===== src/hw/pts_pkg.sv =====
// Package for the period timer with scalers: register map, field layout,
// reset values and carrier types.
// Assumes one 100 MHz system clock and a plain strobe register port.
package pts_pkg;

  // ==========================================================================
  // Register offsets (word index on the plain port)
  localparam logic [2:0] PTS_OFF_COUNT   = 3'h0;
  localparam logic [2:0] PTS_OFF_PERIOD  = 3'h1;
  localparam logic [2:0] PTS_OFF_CONTROL = 3'h2;
  localparam logic [2:0] PTS_OFF_STATUS  = 3'h3;
  localparam logic [2:0] PTS_OFF_MASK    = 3'h4;

  // ==========================================================================
  // Control field positions
  localparam int PTS_PRE_LSB  = 0;
  localparam int PTS_ON_BIT   = 2;
  localparam int PTS_POST_LSB = 3;
  localparam int PTS_POST_MSB = 6;

  // ==========================================================================
  // Reset values
  localparam logic [7:0] PTS_COUNT_RST   = 8'h00;
  localparam logic [7:0] PTS_PERIOD_RST  = 8'hff;
  localparam logic [7:0] PTS_CONTROL_RST = 8'h00;
  localparam logic [7:0] PTS_CONTROL_WMASK = 8'h7f;

  // ==========================================================================
  // Timing: instruction clock is the system clock divided by four
  localparam int         PTS_INSN_DIV = 4;
  localparam logic [1:0] PTS_INSN_LAST = 2'(PTS_INSN_DIV - 1);

  // Prescale ratios, as terminal counts of a 4-bit prescale counter
  localparam logic [3:0] PTS_PRE_LAST_1  = 4'h0;
  localparam logic [3:0] PTS_PRE_LAST_4  = 4'h3;
  localparam logic [3:0] PTS_PRE_LAST_16 = 4'hf;

  // ==========================================================================
  // Carriers
  typedef struct packed {
    logic [2:0] addr;
    logic [7:0] wdata;
    logic       wr;
    logic       rd;
  } pts_bus_req_t;

  typedef struct packed {
    logic [3:0] postscale_select;
    logic       timer_on;
    logic [1:0] prescale_select;
  } pts_ctrl_t;

endpackage


===== src/hw/pts_scaler.sv =====
// Reusable event divider: counts input pulses and fires one pulse each
// time the count reaches a programmable terminal value.
// Assumes a synchronous clear that wins over counting.
`timescale 1ns/1ps
module pts_scaler (
  input  wire logic       clk_sys,
  input  wire logic       nrst,
  input  wire logic       clear,
  input  wire logic       tick,
  input  wire logic [3:0] last,
  output logic            fire
);
  import pts_pkg::*;

  logic [3:0] cnt;
  logic [3:0] next_cnt;

  // ==========================================================================
  // Counter
  always_comb begin
    next_cnt = cnt;
    fire     = 1'b0;
    if (clear) begin
      next_cnt = 4'h0;
    end else if (tick) begin
      if (cnt >= last) begin
        // A terminal lowered below the count still fires at once
        next_cnt = 4'h0;
        fire     = 1'b1;
      end else begin
        next_cnt = cnt + 4'h1;
      end
    end
  end

  always_ff @(posedge clk_sys) begin
    if (!nrst) begin
      cnt <= 4'h0;
    end else begin
      cnt <= next_cnt;
    end
  end

endmodule


===== src/hw/pts_timer.sv =====
// Period timer with prescaler and postscaler, register slave on a plain
// strobe port, sticky status with mask and one level interrupt.
// Assumes strobes are one cycle, never both at once, synchronous to clk_sys.
//
// Notes on behaviour
// - Counts only instruction clock through the prescaler
// - Count from zero, wraps after period match
// - Each match advances the postscaler once
// - Postscale ratio is select value plus one
// - Postscaler output sets the match interrupt flag
// - Reset loads count 00h, period FFh
// - Count and period fully readable and writable
// - Timer-on bit starts and stops the timer
// - Count or control writes clear both scalers
// - Control write leaves the count unchanged
// - Control layout 6-3 post, 2 on, 1-0 pre
`timescale 1ns/1ps
module pts_timer (
  input  wire logic                 clk_sys,
  input  wire logic                 nrst,
  input  wire pts_pkg::pts_bus_req_t bus_req,
  output logic [7:0]                rdata,
  output logic                      match_pulse,
  output logic                      match_interrupt_flag,
  output logic                      irq
);
  import pts_pkg::*;

  // ==========================================================================
  // State
  pts_ctrl_t  ctrl;
  pts_ctrl_t  next_ctrl;
  logic [7:0] timer_count;
  logic [7:0] next_count;
  logic [7:0] period_value;
  logic [7:0] next_period;
  logic [1:0] insn_cnt;
  logic [1:0] next_insn;
  logic       status;
  logic       next_status;
  logic       mask;
  logic       next_mask;
  logic [7:0] next_rdata;

  logic       wr_count;
  logic       wr_period;
  logic       wr_control;
  logic       scaler_clear;
  logic       insn_tick;
  logic       pre_fire;
  logic       post_fire;
  logic       at_period;
  logic [3:0] pre_last;

  function automatic logic hit(input pts_bus_req_t r,
                               input logic [2:0]   off);
    hit = r.wr && (r.addr == off);
  endfunction

  function automatic logic [3:0] pre_ratio(input logic [1:0] sel);
    case (sel)
      2'b00:   pre_ratio = PTS_PRE_LAST_1;
      2'b01:   pre_ratio = PTS_PRE_LAST_4;
      default: pre_ratio = PTS_PRE_LAST_16;
    endcase
  endfunction

  assign wr_count   = hit(bus_req, PTS_OFF_COUNT);
  assign wr_period  = hit(bus_req, PTS_OFF_PERIOD);
  assign wr_control = hit(bus_req, PTS_OFF_CONTROL);
  assign scaler_clear = wr_count || wr_control;
  assign pre_last   = pre_ratio(ctrl.prescale_select);
  assign at_period  = (timer_count == period_value);

  // ==========================================================================
  // Instruction clock divider and scalers
  always_comb begin
    next_insn = insn_cnt;
    insn_tick = 1'b0;
    if (ctrl.timer_on) begin
      if (insn_cnt == PTS_INSN_LAST) begin
        next_insn = 2'h0;
        insn_tick = 1'b1;
      end else begin
        next_insn = insn_cnt + 2'h1;
      end
    end
  end

  always_ff @(posedge clk_sys) begin
    if (!nrst) begin
      insn_cnt <= 2'h0;
    end else begin
      insn_cnt <= next_insn;
    end
  end

  pts_scaler u_pre (
    .clk_sys (clk_sys),
    .nrst    (nrst),
    .clear   (scaler_clear),
    .tick    (insn_tick),
    .last    (pre_last),
    .fire    (pre_fire)
  );

  // Match event is the increment on which the count wraps to zero
  assign match_pulse = pre_fire && at_period && !wr_count;

  pts_scaler u_post (
    .clk_sys (clk_sys),
    .nrst    (nrst),
    .clear   (scaler_clear),
    .tick    (match_pulse),
    .last    (ctrl.postscale_select),
    .fire    (post_fire)
  );

  // ==========================================================================
  // Count, period and control registers
  always_comb begin
    next_count  = timer_count;
    next_period = period_value;
    next_ctrl   = ctrl;
    if (wr_count) begin
      next_count = bus_req.wdata;
    end else if (pre_fire) begin
      next_count = at_period ? PTS_COUNT_RST
                             : timer_count + 8'h01;
    end
    if (wr_period) begin
      next_period = bus_req.wdata;
    end
    if (wr_control) begin
      // Count is deliberately not touched here
      next_ctrl = pts_ctrl_t'(bus_req.wdata[PTS_POST_MSB:PTS_PRE_LSB]);
    end
  end

  always_ff @(posedge clk_sys) begin
    if (!nrst) begin
      timer_count  <= PTS_COUNT_RST;
      period_value <= PTS_PERIOD_RST;
      ctrl         <= pts_ctrl_t'(PTS_CONTROL_RST[PTS_POST_MSB:0]);
    end else begin
      timer_count  <= next_count;
      period_value <= next_period;
      ctrl         <= next_ctrl;
    end
  end

  // ==========================================================================
  // Interrupt status and mask
  always_comb begin
    next_status = status;
    next_mask   = mask;
    if (hit(bus_req, PTS_OFF_STATUS) && bus_req.wdata[0]) begin
      next_status = 1'b0;
    end
    // Set wins over a same-cycle clear so no event is lost
    if (post_fire) begin
      next_status = 1'b1;
    end
    if (hit(bus_req, PTS_OFF_MASK)) begin
      next_mask = bus_req.wdata[0];
    end
  end

  always_ff @(posedge clk_sys) begin
    if (!nrst) begin
      status <= 1'b0;
      mask   <= 1'b0;
    end else begin
      status <= next_status;
      mask   <= next_mask;
    end
  end

  assign match_interrupt_flag = status;
  assign irq = status && mask;

  // ==========================================================================
  // Read port, data in the cycle after the strobe
  always_comb begin
    next_rdata = 8'h00;
    if (bus_req.rd) begin
      case (bus_req.addr)
        PTS_OFF_COUNT:   next_rdata = timer_count;
        PTS_OFF_PERIOD:  next_rdata = period_value;
        PTS_OFF_CONTROL: next_rdata = {1'b0, ctrl};
        PTS_OFF_STATUS:  next_rdata = {7'h00, status};
        PTS_OFF_MASK:    next_rdata = {7'h00, mask};
        default:         next_rdata = 8'h00;
      endcase
    end
  end

  always_ff @(posedge clk_sys) begin
    if (!nrst) begin
      rdata <= 8'h00;
    end else begin
      rdata <= next_rdata;
    end
  end

endmodule


===== config.mk =====
export PLATFORM = sky130hd
export DESIGN_NAME = pts_timer
export DESIGN_NICKNAME = d
export VERILOG_FILES = /design/src/hw/pts_pkg.sv /design/src/hw/pts_scaler.sv /design/src/hw/pts_timer.sv
export SDC_FILE = /design/constraint.sdc
export NUM_CORES = 1
export LEC_CHECK = 0
export ABC_AREA = 1
export BUFFER_PORTS_ARGS = -buffer_cell sky130_fd_sc_hd__buf_4
export CAP_MARGIN = 10
export CORE_MARGIN = 4
export CORE_UTILIZATION = 41
export DETAILED_ROUTE_END_ITERATION = 6
export GPL_TIMING_DRIVEN = 0
export SLEW_MARGIN = 15
export SYNTH_ARGS = -nofsm -noshare
export SYNTH_HDL_FRONTEND = slang
export SYNTH_HIERARCHICAL = 1
export SYNTH_SLANG_ARGS = --single-unit

===== constraint.sdc =====
create_clock -name clk_sys -period 3.11 [get_ports clk_sys]
set_input_delay 0.622 -clock clk_sys [delete_from_list [all_inputs] [get_ports clk_sys]]
set_output_delay 0.622 -clock clk_sys [all_outputs]
set_load 0.005 [all_outputs]

After elaboration in Yosys (flattened, before gate mapping)
Cells that the tools add are included.

Bits in registers: 43. Output and inout bits: 11. Logic and storage cells: 60. Bits of input ports: 15.

Bitwise logic cells: 1. Magnitude comparators: 2. Equality and inequality tests: 7. Add/sub/neg operators: 4. Multiplexer cells: 18. Reduce and logical (&&, ||, !) cells: 17.

Operators by type and width (number): $pmux W8 S5 (1); $mux W8 (3); $mux W1 (10); $logic_and A1 B1 Y1 (9); $add A4 B1 Y4 const B (2); $add A8 B1 Y8 const B (1); $eq A8 B8 Y1 (1); $ge A4 B4 Y1 (2); $mux W4 (2); $pmux W4 S2 (1); $eq A3 B2 Y1 const B (2); $reduce_bool A2 Y1 (2); $eq A3 B1 Y1 const B (1); $eq A3 B3 Y1 const B (1); $logic_not A3 Y1 (1); $add A2 B1 Y2 const B (1); $eq A2 B1 Y1 const B (1); $eq A2 B2 Y1 const B (1); $logic_not A2 Y1 (1); $mux W2 (1); $reduce_and A2 Y1 (1); $reduce_or A2 Y1 (1); $logic_not A1 Y1 (1); $logic_or A1 B1 Y1 (1); $not A1 Y1 (1).

Depth between registers and ports, before layout
Gate-level depths: netlist (run 1).

Depth in word-level cells: 11. Gate-level depth with buffers: 17. Gate-level depth less buffers: 16.

By module
Netlist (run 1), hierarchy kept.

Modules (own cells, without submodules): pts_timer (sequential area each 700.7 um^2, cells an instance 253, area an instance 1775.5 um^2, times used 1); pts_scaler (sequential area each 80.1 um^2, cells an instance 46, area an instance 349.1 um^2, times used 2).

Worst setup path before layout (run 1)
OpenSTA, ideal clock, no wires.

Path kind: input to output. From: in bus_req[12] (netlist bit). To: out match_pulse. Arrival time: 1.779 ns. Stages on the path: 6. Buffers on the path: 0. Path slack: 0.709 ns. Data required time: 2.488 ns. Path through: inv_2 -> nand3_1 -> o21ai_0 -> nor2_1 -> nand2_1 -> nor2_1.

Word-level cells in the longest chain between the ends: 6. Elaborated cells between the ends (all ways): 9. Those cells by class: eq/ne (1); mux (1); reduce/logical (7).

RTL lines: start, declared (RTL line pts_timer.sv:21) `input wire pts_pkg::pts_bus_req_t bus_req,`; $eq A3 B2 Y1 or $logic_not A3 Y1 (tied branches) (RTL line pts_timer.sv:57) `hit = r.wr && (r.addr == off);`; $logic_and A1 B1 Y1 (RTL line pts_timer.sv:57); $logic_or A1 B1 Y1 * (RTL line pts_timer.sv:71) `assign scaler_clear = wr_count || wr_control;`; named net scaler_clear (RTL line pts_timer.sv:48) `logic scaler_clear;`; $mux W1 * (RTL line pts_scaler.sv:23) `if (clear) begin`; named net pre_fire (RTL line pts_timer.sv:50) `logic pre_fire;`; $logic_and A1 B1 Y1 * (2 in series) (RTL line pts_timer.sv:108) `assign match_pulse = pre_fire && at_period && !wr_count;`; end, declared (RTL line pts_timer.sv:23) `output logic match_pulse,`.

The timed path passes the listed nets; every way through them passes the cells marked *.

Worst setup path after layout (run 1)
From: reg ctrl[0] (netlist bit). To: out match_pulse.

Word-level cells in the longest chain between the ends: 8. Elaborated cells between the ends (all ways): 9. Those cells by class: order compare (1); eq/ne (1); mux (4); reduce/logical (3).

RTL lines: start, declared (RTL line pts_timer.sv:31) `pts_ctrl_t ctrl;`; start signal, assigned (RTL line pts_timer.sv:144) `ctrl <= pts_ctrl_t'(PTS_CONTROL_RST[PTS_POST_MSB:0]);`; start signal, assigned (RTL line pts_timer.sv:148) `ctrl <= next_ctrl;`; $eq A2 B1 Y1 or $logic_not A2 Y1 (tied branches) (RTL line pts_timer.sv:61) `case (sel)`; $pmux W4 S2 * (RTL line pts_timer.sv:61); named net pre_last[0] (RTL line pts_timer.sv:53) `logic [3:0] pre_last;`; $ge A4 B4 Y1 * (RTL line pts_scaler.sv:26) `if (cnt >= last) begin`; $mux W1 * (RTL line pts_scaler.sv:26); $mux W1 * (RTL line pts_scaler.sv:25) `end else if (tick) begin`; $mux W1 * (RTL line pts_scaler.sv:23); named net pre_fire (RTL line pts_timer.sv:50); $logic_and A1 B1 Y1 * (2 in series) (RTL line pts_timer.sv:108).

Marked as above.

==> results of run 1 <==
## power breakdown
| part | internal (mW) | switching [mW] | total, mW |
|---|---|---|---|
| Clock | 0.244 | 0.221 | 0.465 |
| Sequential | 0.565 | 0.0124 | 0.578 |
| Combinational | 0.0498 | 0.0767 | 0.127 |
| Total | 0.859 | 0.310 | 1.17 |
## flip-flops by register name, summed over array words and instances, names as in the netlist
register / flops
insn_cnt: 2
period_value: 8
u_post/cnt: 4
mask: 1
timer_count: 8
ctrl: 7
rdata: 8
match_interrupt_flag: 1
u_pre/cnt: 4
## metal layers
layer,wire length (um),global-route usage (%),vias up
li1,-,-,1183
met1,2760,22.7,978
met2,2750,28.9,42
met3,295,3.84,7
met4,86,6.62,0
met5,0,0,-
## logic make-up (layout without fill, tap and decap cells)
kind of cell	count (synthesis)	count (layout)	share of synthesized area, %
simple gates	133	133	26.3
buf+inv	78	111	12.9
compound gates	73	73	17.8
flops	43	43	34.8
fa+ha+maj	12	12	6.07
xor+xnor	6	6	2.12
## placed cells by master, fill, tap and decap left out, types with 3 or more instances in the layout
cell,count
inv_2,4
nor2_4,4
nand2_4,5
xnor2_1,5
nand2_1,69
o221ai_1,4
a21oi_1,32
clkbuf_1,3
o211ai_1,11
ha_1,12
nor2_1,21
clkbuf_8,5
nand4_1,5
o22ai_1,9
inv_1,64
buf_4,26
o21ai_0,10
buf_6,3
dfxtp_1,43
nand3_1,16
## tightest hold or removal path: stages (launching register included)
cell	delay, ns
dfxtp_1	0.33
inv_1	0.05
a21oi_1	0.05
## final cells by class
cell class / instances / area [um2] / area share, %
Clock inverter: 3 / 47.5 / 1.65
Clock buffer: 5 / 68.8 / 2.39
Tap cell: 75 / 93.8 / 3.27
Sequential cell: 43 / 861 / 30.0
Buffer: 8 / 57.6 / 2.00
Timing Repair Buffer: 25 / 188 / 6.53
Multi-Input combinational cell: 224 / 1290 / 45.1
Inverter: 70 / 263 / 9.14
## repair_timing
| item | CTS | global route |
|---|---|---|
| hold buffers | 0 | 0 |
| endpoints found under the setup margin | 1 | 1 |
| cloned | 0 | 0 |
| gates resized for setup | 1 | 1 |
## worst paths after layout
path,start,to,depth (start not counted)
setup / recovery,ctrl[0]$_SDFFE_PN0P_,match_pulse,9
hold reg to reg,mask$_SDFFE_PN0P_,mask$_SDFFE_PN0P_,2
setup reg to reg,ctrl[0]$_SDFFE_PN0P_,u_post/cnt[3]$_SDFFE_PP0P_,14
hold / removal,mask$_SDFFE_PN0P_,mask$_SDFFE_PN0P_,2
==> results.sh, run 1 <==
export IMPL_die_h_um=85.7
export IMPL_clock_path_buffers=2
export IMPL_tightest_slew_ns=0.601
export IMPL_yosysMostFrequentCell="nand2_1"
export IMPL_crit_slowest_cell="dfxtp_1"
export IMPL_nets=404
export IMPL_gp_congestion=0.857
export IMPL_row_count=28
export IMPL_start_util_pct=42.0
export IMPL_clockRootBuffer="clkbuf_8"
export IMPL_drcViolationCount=0
export IMPL_placed_cell_area_um2=2760
export IMPL_syn_inst=345
export IMPL_synth_seq_cells=43
export IMPL_clock_skew_ns=0.0133
export IMPL_max_stage_delay_ns=0.34
export IMPL_yosys_area_top_type="dfxtp_1"
export IMPL_async_reset_ff_share_pct=0
export IMPL_viasPerCell=4.88
export IMPL_cts_tree="built"
export IMPL_synth_seq_area_share_pct=34.8
export IMPL_crit_path_end_kind="output pin"
export IMPL_synth_area_um2=2470
export IMPL_fin_cells=453
export IMPL_path_cells="or2_2 > ha_1 > nand4_1 > nand3_2 > nand2_1 > nor2_2 > nand2_1 > nor2_1 > buf_4"
export IMPL_clk_latency_ns=0.31
export IMPL_ios=26
export IMPL_powerDensity_nw_per_um2=407
export IMPL_hold_ws_ns=0.469
export IMPL_power_leakage_nw=1.40
export IMPL_synth_area_top_cells="dfxtp_1 35%, nand2_1 10%, inv_1 9.7%"
export IMPL_worst_path_most_repeated_cell="nand2_1"
export IMPL_slew_headroom_pct=59.9
export IMPL_cts_made_buffers=5
export IMPL_wl_um=5890
export IMPL_antenna_found_initial=0
export IMPL_diodes=0
export IMPL_total_power_mw=1.17
export IMPL_routed_via_count=2210
export IMPL_rsz0062_at_grt="false"
export IMPL_postCtsSetupRepairBufs=0
export IMPL_synth_edf_count=0
export IMPL_cp_required_ns=2.49
export IMPL_die_w_um=85.7
export IMPL_critPathArrivalTime_ns=2.28
export IMPL_vdd_drop_max_mv=0.184
export IMPL_grt_pass1_wl_um=10200
export IMPL_wl_per_cell_um=13.0
export IMPL_postLayoutCoreUtil_pct=48.8
export IMPL_drtAntennaViolNets=0
export IMPL_max_freq_mhz=345
export IMPL_maxSlewViolCount=0
export IMPL_cts_sinks=43
export IMPL_grt_ovfl_total=0
export IMPL_pre_cts_slack_ns=-0.0223
export IMPL_portBuffers=25
export IMPL_tns_ns=0
export IMPL_fill_cells=635
export IMPL_critical_path_top_delay_family="simple AND/OR/NAND/NOR gates"
export IMPL_maxCapViolCount=0
export IMPL_first_pass_iters=4
export IMPL_drive_gt1_share_pct=16.4
export IMPL_dpl_hpwl_um=4510
export IMPL_ys_warn_count=6
export IMPL_status="finished, final reports clean"
export IMPL_cts_clk_slew_worst_paths_ns=0.09
export IMPL_h_tree_depth=2
export IMPL_ys_types=34
export IMPL_synthToLayoutAreaGrowth_pct=16.2
export IMPL_worst_slack_ns=0.210
export IMPL_coreArea_um2=5890
export IMPL_start_kind="flip-flop"
export IMPL_final_area_um2=2870
export IMPL_avgSynthCellArea_um2=7.17
export IMPL_synth_common_cells="69 x nand2_1, 64 x inv_1, 43 x dfxtp_1, 32 x a21oi_1, 22 x nor2_1"
export IMPL_setup_violations=0
export IMPL_path_buf_inv=1
export IMPL_hold_path_class="flip-flop to flip-flop"
export IMPL_drt_initial_drc_count=113
export IMPL_synth_nets=372
export IMPL_ys_flop_type="dfxtp_1"
export IMPL_synth_top_area_share_pct=34.8
export IMPL_period_share_pct=93.3
export IMPL_ff2ff_setup_slack_ns=0.70
export IMPL_worstSetupPathType="flip-flop to output pin"
export IMPL_grt_start_max_net_pins=16
export IMPL_dpl_cell_count=445
export IMPL_min_period_ns=2.90
export IMPL_die_area_um2=7340
export IMPL_grt_pass1_vias=2180
export IMPL_path_max_fanout=5
export IMPL_hold_viol=0
export IMPL_grt_total_usage_pct=17.6
Note: power is estimated with default switching activity, not from simulation.
==> inputs of run 2 (changes only) <==
--- a/config.mk
+++ b/config.mk
@@ -8,10 +8,13 @@
 export ABC_AREA = 1
 export BUFFER_PORTS_ARGS = -buffer_cell sky130_fd_sc_hd__buf_4
 export CAP_MARGIN = 10
+export CELL_PAD_IN_SITES_DETAIL_PLACEMENT = 1
+export CELL_PAD_IN_SITES_GLOBAL_PLACEMENT = 2
 export CORE_MARGIN = 4
-export CORE_UTILIZATION = 41
+export CORE_UTILIZATION = 33
 export DETAILED_ROUTE_END_ITERATION = 6
 export GPL_TIMING_DRIVEN = 0
+export PLACE_DENSITY_LB_ADDON = 0.1
 export SLEW_MARGIN = 15
 export SYNTH_ARGS = -nofsm -noshare
 export SYNTH_HDL_FRONTEND = slang
==> run 2 against run 1 <==
Compared with the run above:
- via count up 1.0%
- worst setup slack worse by 0.016 ns
- count of clock-buffer cells in the layout unchanged
- utilization down 9.1 points
- clock skew down 0.0048 ns
- first-iteration DRC count down 53%
- sequential share of layout area down 0.12 points
- critical path depth unchanged
- final area up 0.39%
- routed wire length up 16%
==> results.sh, run 2 (synthesis gave the netlist of run 1 again) <==
export IMPL_final_common_cell="nand2_1"
export IMPL_seqCellArea_um2=861
export IMPL_status="finished, final reports clean"
export IMPL_viasPerCell=4.68
export IMPL_max_stage_delay_ns=0.31
export IMPL_crit_slowest_cell="o21ai_1"
export IMPL_rsz0062_at_grt="false"
export IMPL_tns_ns=0
export IMPL_first_pass_iters=4
export IMPL_switching_share_pct=29.0
export IMPL_cts_made_buffers=5
export IMPL_gp_congestion=0.783
export IMPL_clock_path_buffers=2
export IMPL_nets=404
export IMPL_maxSlewViolCount=0
export IMPL_power_leakage_nw=1.38
export IMPL_cts_clk_slew_worst_paths_ns=0.09
export IMPL_critPathArrivalTime_ns=2.29
export IMPL_vdd_drop_max_mv=0.169
export IMPL_cts_resized=2
export IMPL_diodes=0
export IMPL_p_switching_mw=0.317
export IMPL_wl_per_cell_um=14.3
export IMPL_cts_hold_buf=0
export IMPL_intPower_mw=0.776
export IMPL_die_area_um2=8950
export IMPL_min_period_ns=2.92
export IMPL_ios=26
export IMPL_slew_headroom_pct=53.1
export IMPL_max_freq_mhz=343
export IMPL_antenna_found_initial=0
export IMPL_grt_pass1_wl_um=11200
export IMPL_postCtsSetupRepairBufs=0
export IMPL_coreArea_um2=7250
export IMPL_worstSetupPathType="input port to output pin"
export IMPL_start_kind="input port"
export IMPL_h_tree_depth=2
export IMPL_combPwrFrac_pct=11.9
export IMPL_crit_path_end_kind="output pin"
export IMPL_grt_ovfl_total=0
export IMPL_ff2ff_setup_slack_ns=0.72
export IMPL_final_cell_mix="69 x nand2_1, 64 x inv_1, 43 x dfxtp_1"
export IMPL_drive_gt1_share_pct=16.4
export IMPL_clockRootBuffer="clkbuf_8"
export IMPL_wl_um=6810
export IMPL_path_cells="buf_4 > inv_2 > nand3_4 > buf_2 > o21ai_1 > nor2_4 > nand2_1 > nor2_1 > buf_4"
export IMPL_drtAntennaViolNets=0
export IMPL_grt_pass1_vias=2281
export IMPL_portBuffers=25
export IMPL_hold_viol=0
export IMPL_grt_total_usage_pct=16.3
export IMPL_period_share_pct=93.8
export IMPL_maxCapViolCount=0
export IMPL_clk_latency_ns=0.31
export IMPL_setup_violations=0
export IMPL_drcViolationCount=0
export IMPL_worst_path_most_repeated_cell="buf_4"
export IMPL_row_count=31
export IMPL_multi_input_area_um2=1300
export IMPL_hold_path_class="flip-flop to flip-flop"
export IMPL_die_w_um=94.6
export IMPL_routed_via_count=2232
export IMPL_synthToLayoutAreaGrowth_pct=16.6
export IMPL_dpl_hpwl_um=5290
export IMPL_start_util_pct=34.1
export IMPL_clock_skew_ns=0.00852
export IMPL_cts_tree="built"
export IMPL_postLayoutCoreUtil_pct=39.8
export IMPL_cp_required_ns=2.49
export IMPL_powerDensity_nw_per_um2=379
export IMPL_power_frac_seq_pct=52.8
export IMPL_fin_cells=477
export IMPL_biggestRegsByFlops="period_value: 8 flops, rdata: 8 flops, timer_count: 8 flops"
export IMPL_dpl_cell_count=469
export IMPL_path_max_fanout=10
export IMPL_die_h_um=94.6
export IMPL_clockPowerShare_pct=35.3
export IMPL_tightest_slew_ns=0.698
export IMPL_grt_start_max_net_pins=16
export IMPL_drt_initial_drc_count=53
export IMPL_cts_sinks=43
export IMPL_fill_cells=962
==> run 2: changes by cell type in the layout (fill, tap and decap cells not counted) <==
cell / before / now
nor2_4: 4 / 5
nor2_2: 2 / 1
clkinvlp_4: 0 / 2
bufinv_16: 1 / 0
clkinv_4: 1 / 0
==> run 2: cell type report <==
class	count	area share (%)
clock buffers	5	2.39
flip-flops and latches	43	29.8
inverters	70	9.11
plain buffers	8	1.99
well taps	99	4.29
clock inverters	3	0.824
multi-input cells	224	45.1
repair buffers	25	6.50
==> run 2: routing by layer <==
metal | part of all wire [%] | vias up | wire [um] | global-route usage (%)
li1 | - | 1177 | - | -
met4 | 1.3 | 0 | 86 | 4.69
met5 | 0 | - | 0 | 0
met2 | 46 | 24 | 3140 | 27.4
met3 | 2.5 | 6 | 170 | 3.11
met1 | 50 | 1025 | 3410 | 21.2
==> run 2: path summary, 6_finish.rpt <==
check | from | to | cells after the start
worst max-delay path | bus_req[12] | match_pulse | 9
worst min-delay path | mask$_SDFFE_PN0P_ | mask$_SDFFE_PN0P_ | 2
worst min register to register | mask$_SDFFE_PN0P_ | mask$_SDFFE_PN0P_ | 2
worst max register to register | ctrl[1]$_SDFFE_PN0P_ | u_post/cnt[3]$_SDFFE_PP0P_ | 14
==> run 2: power groups by stage <==
stage               combinational [mW]  clock, mW  sequential, mW
floorplan                       0.0820          0           0.587
global placement                 0.129          0           0.590
detailed placement               0.130          0           0.591
CTS                              0.132      0.406           0.578
global route                     0.147      0.430           0.580
finish                           0.130      0.386           0.577
==> run 2: metrics by stage <==
step | total power, mW | setup slack, ns | hold WS (ns) | cell area (um2)
after floorplan | 0.669 | 0.709 | 0.437 | 2470
after CTS | 1.12 | 0.0915 | 0.477 | 2880
after global routing | 1.16 | 0.0459 | 0.518 | 2890
after detailed placement | 0.721 | -0.173 | 0.463 | 2790
final | 1.09 | 0.194 | 0.475 | 2890
after global placement | 0.720 | -0.173 | 0.454 | 2790
==> run 2: worst max-delay path, delay by kind of cell <==
kind,cells,cell delay [ns]
buf+inv,4,0.62
simple gates,4,0.74
compound gates,1,0.31
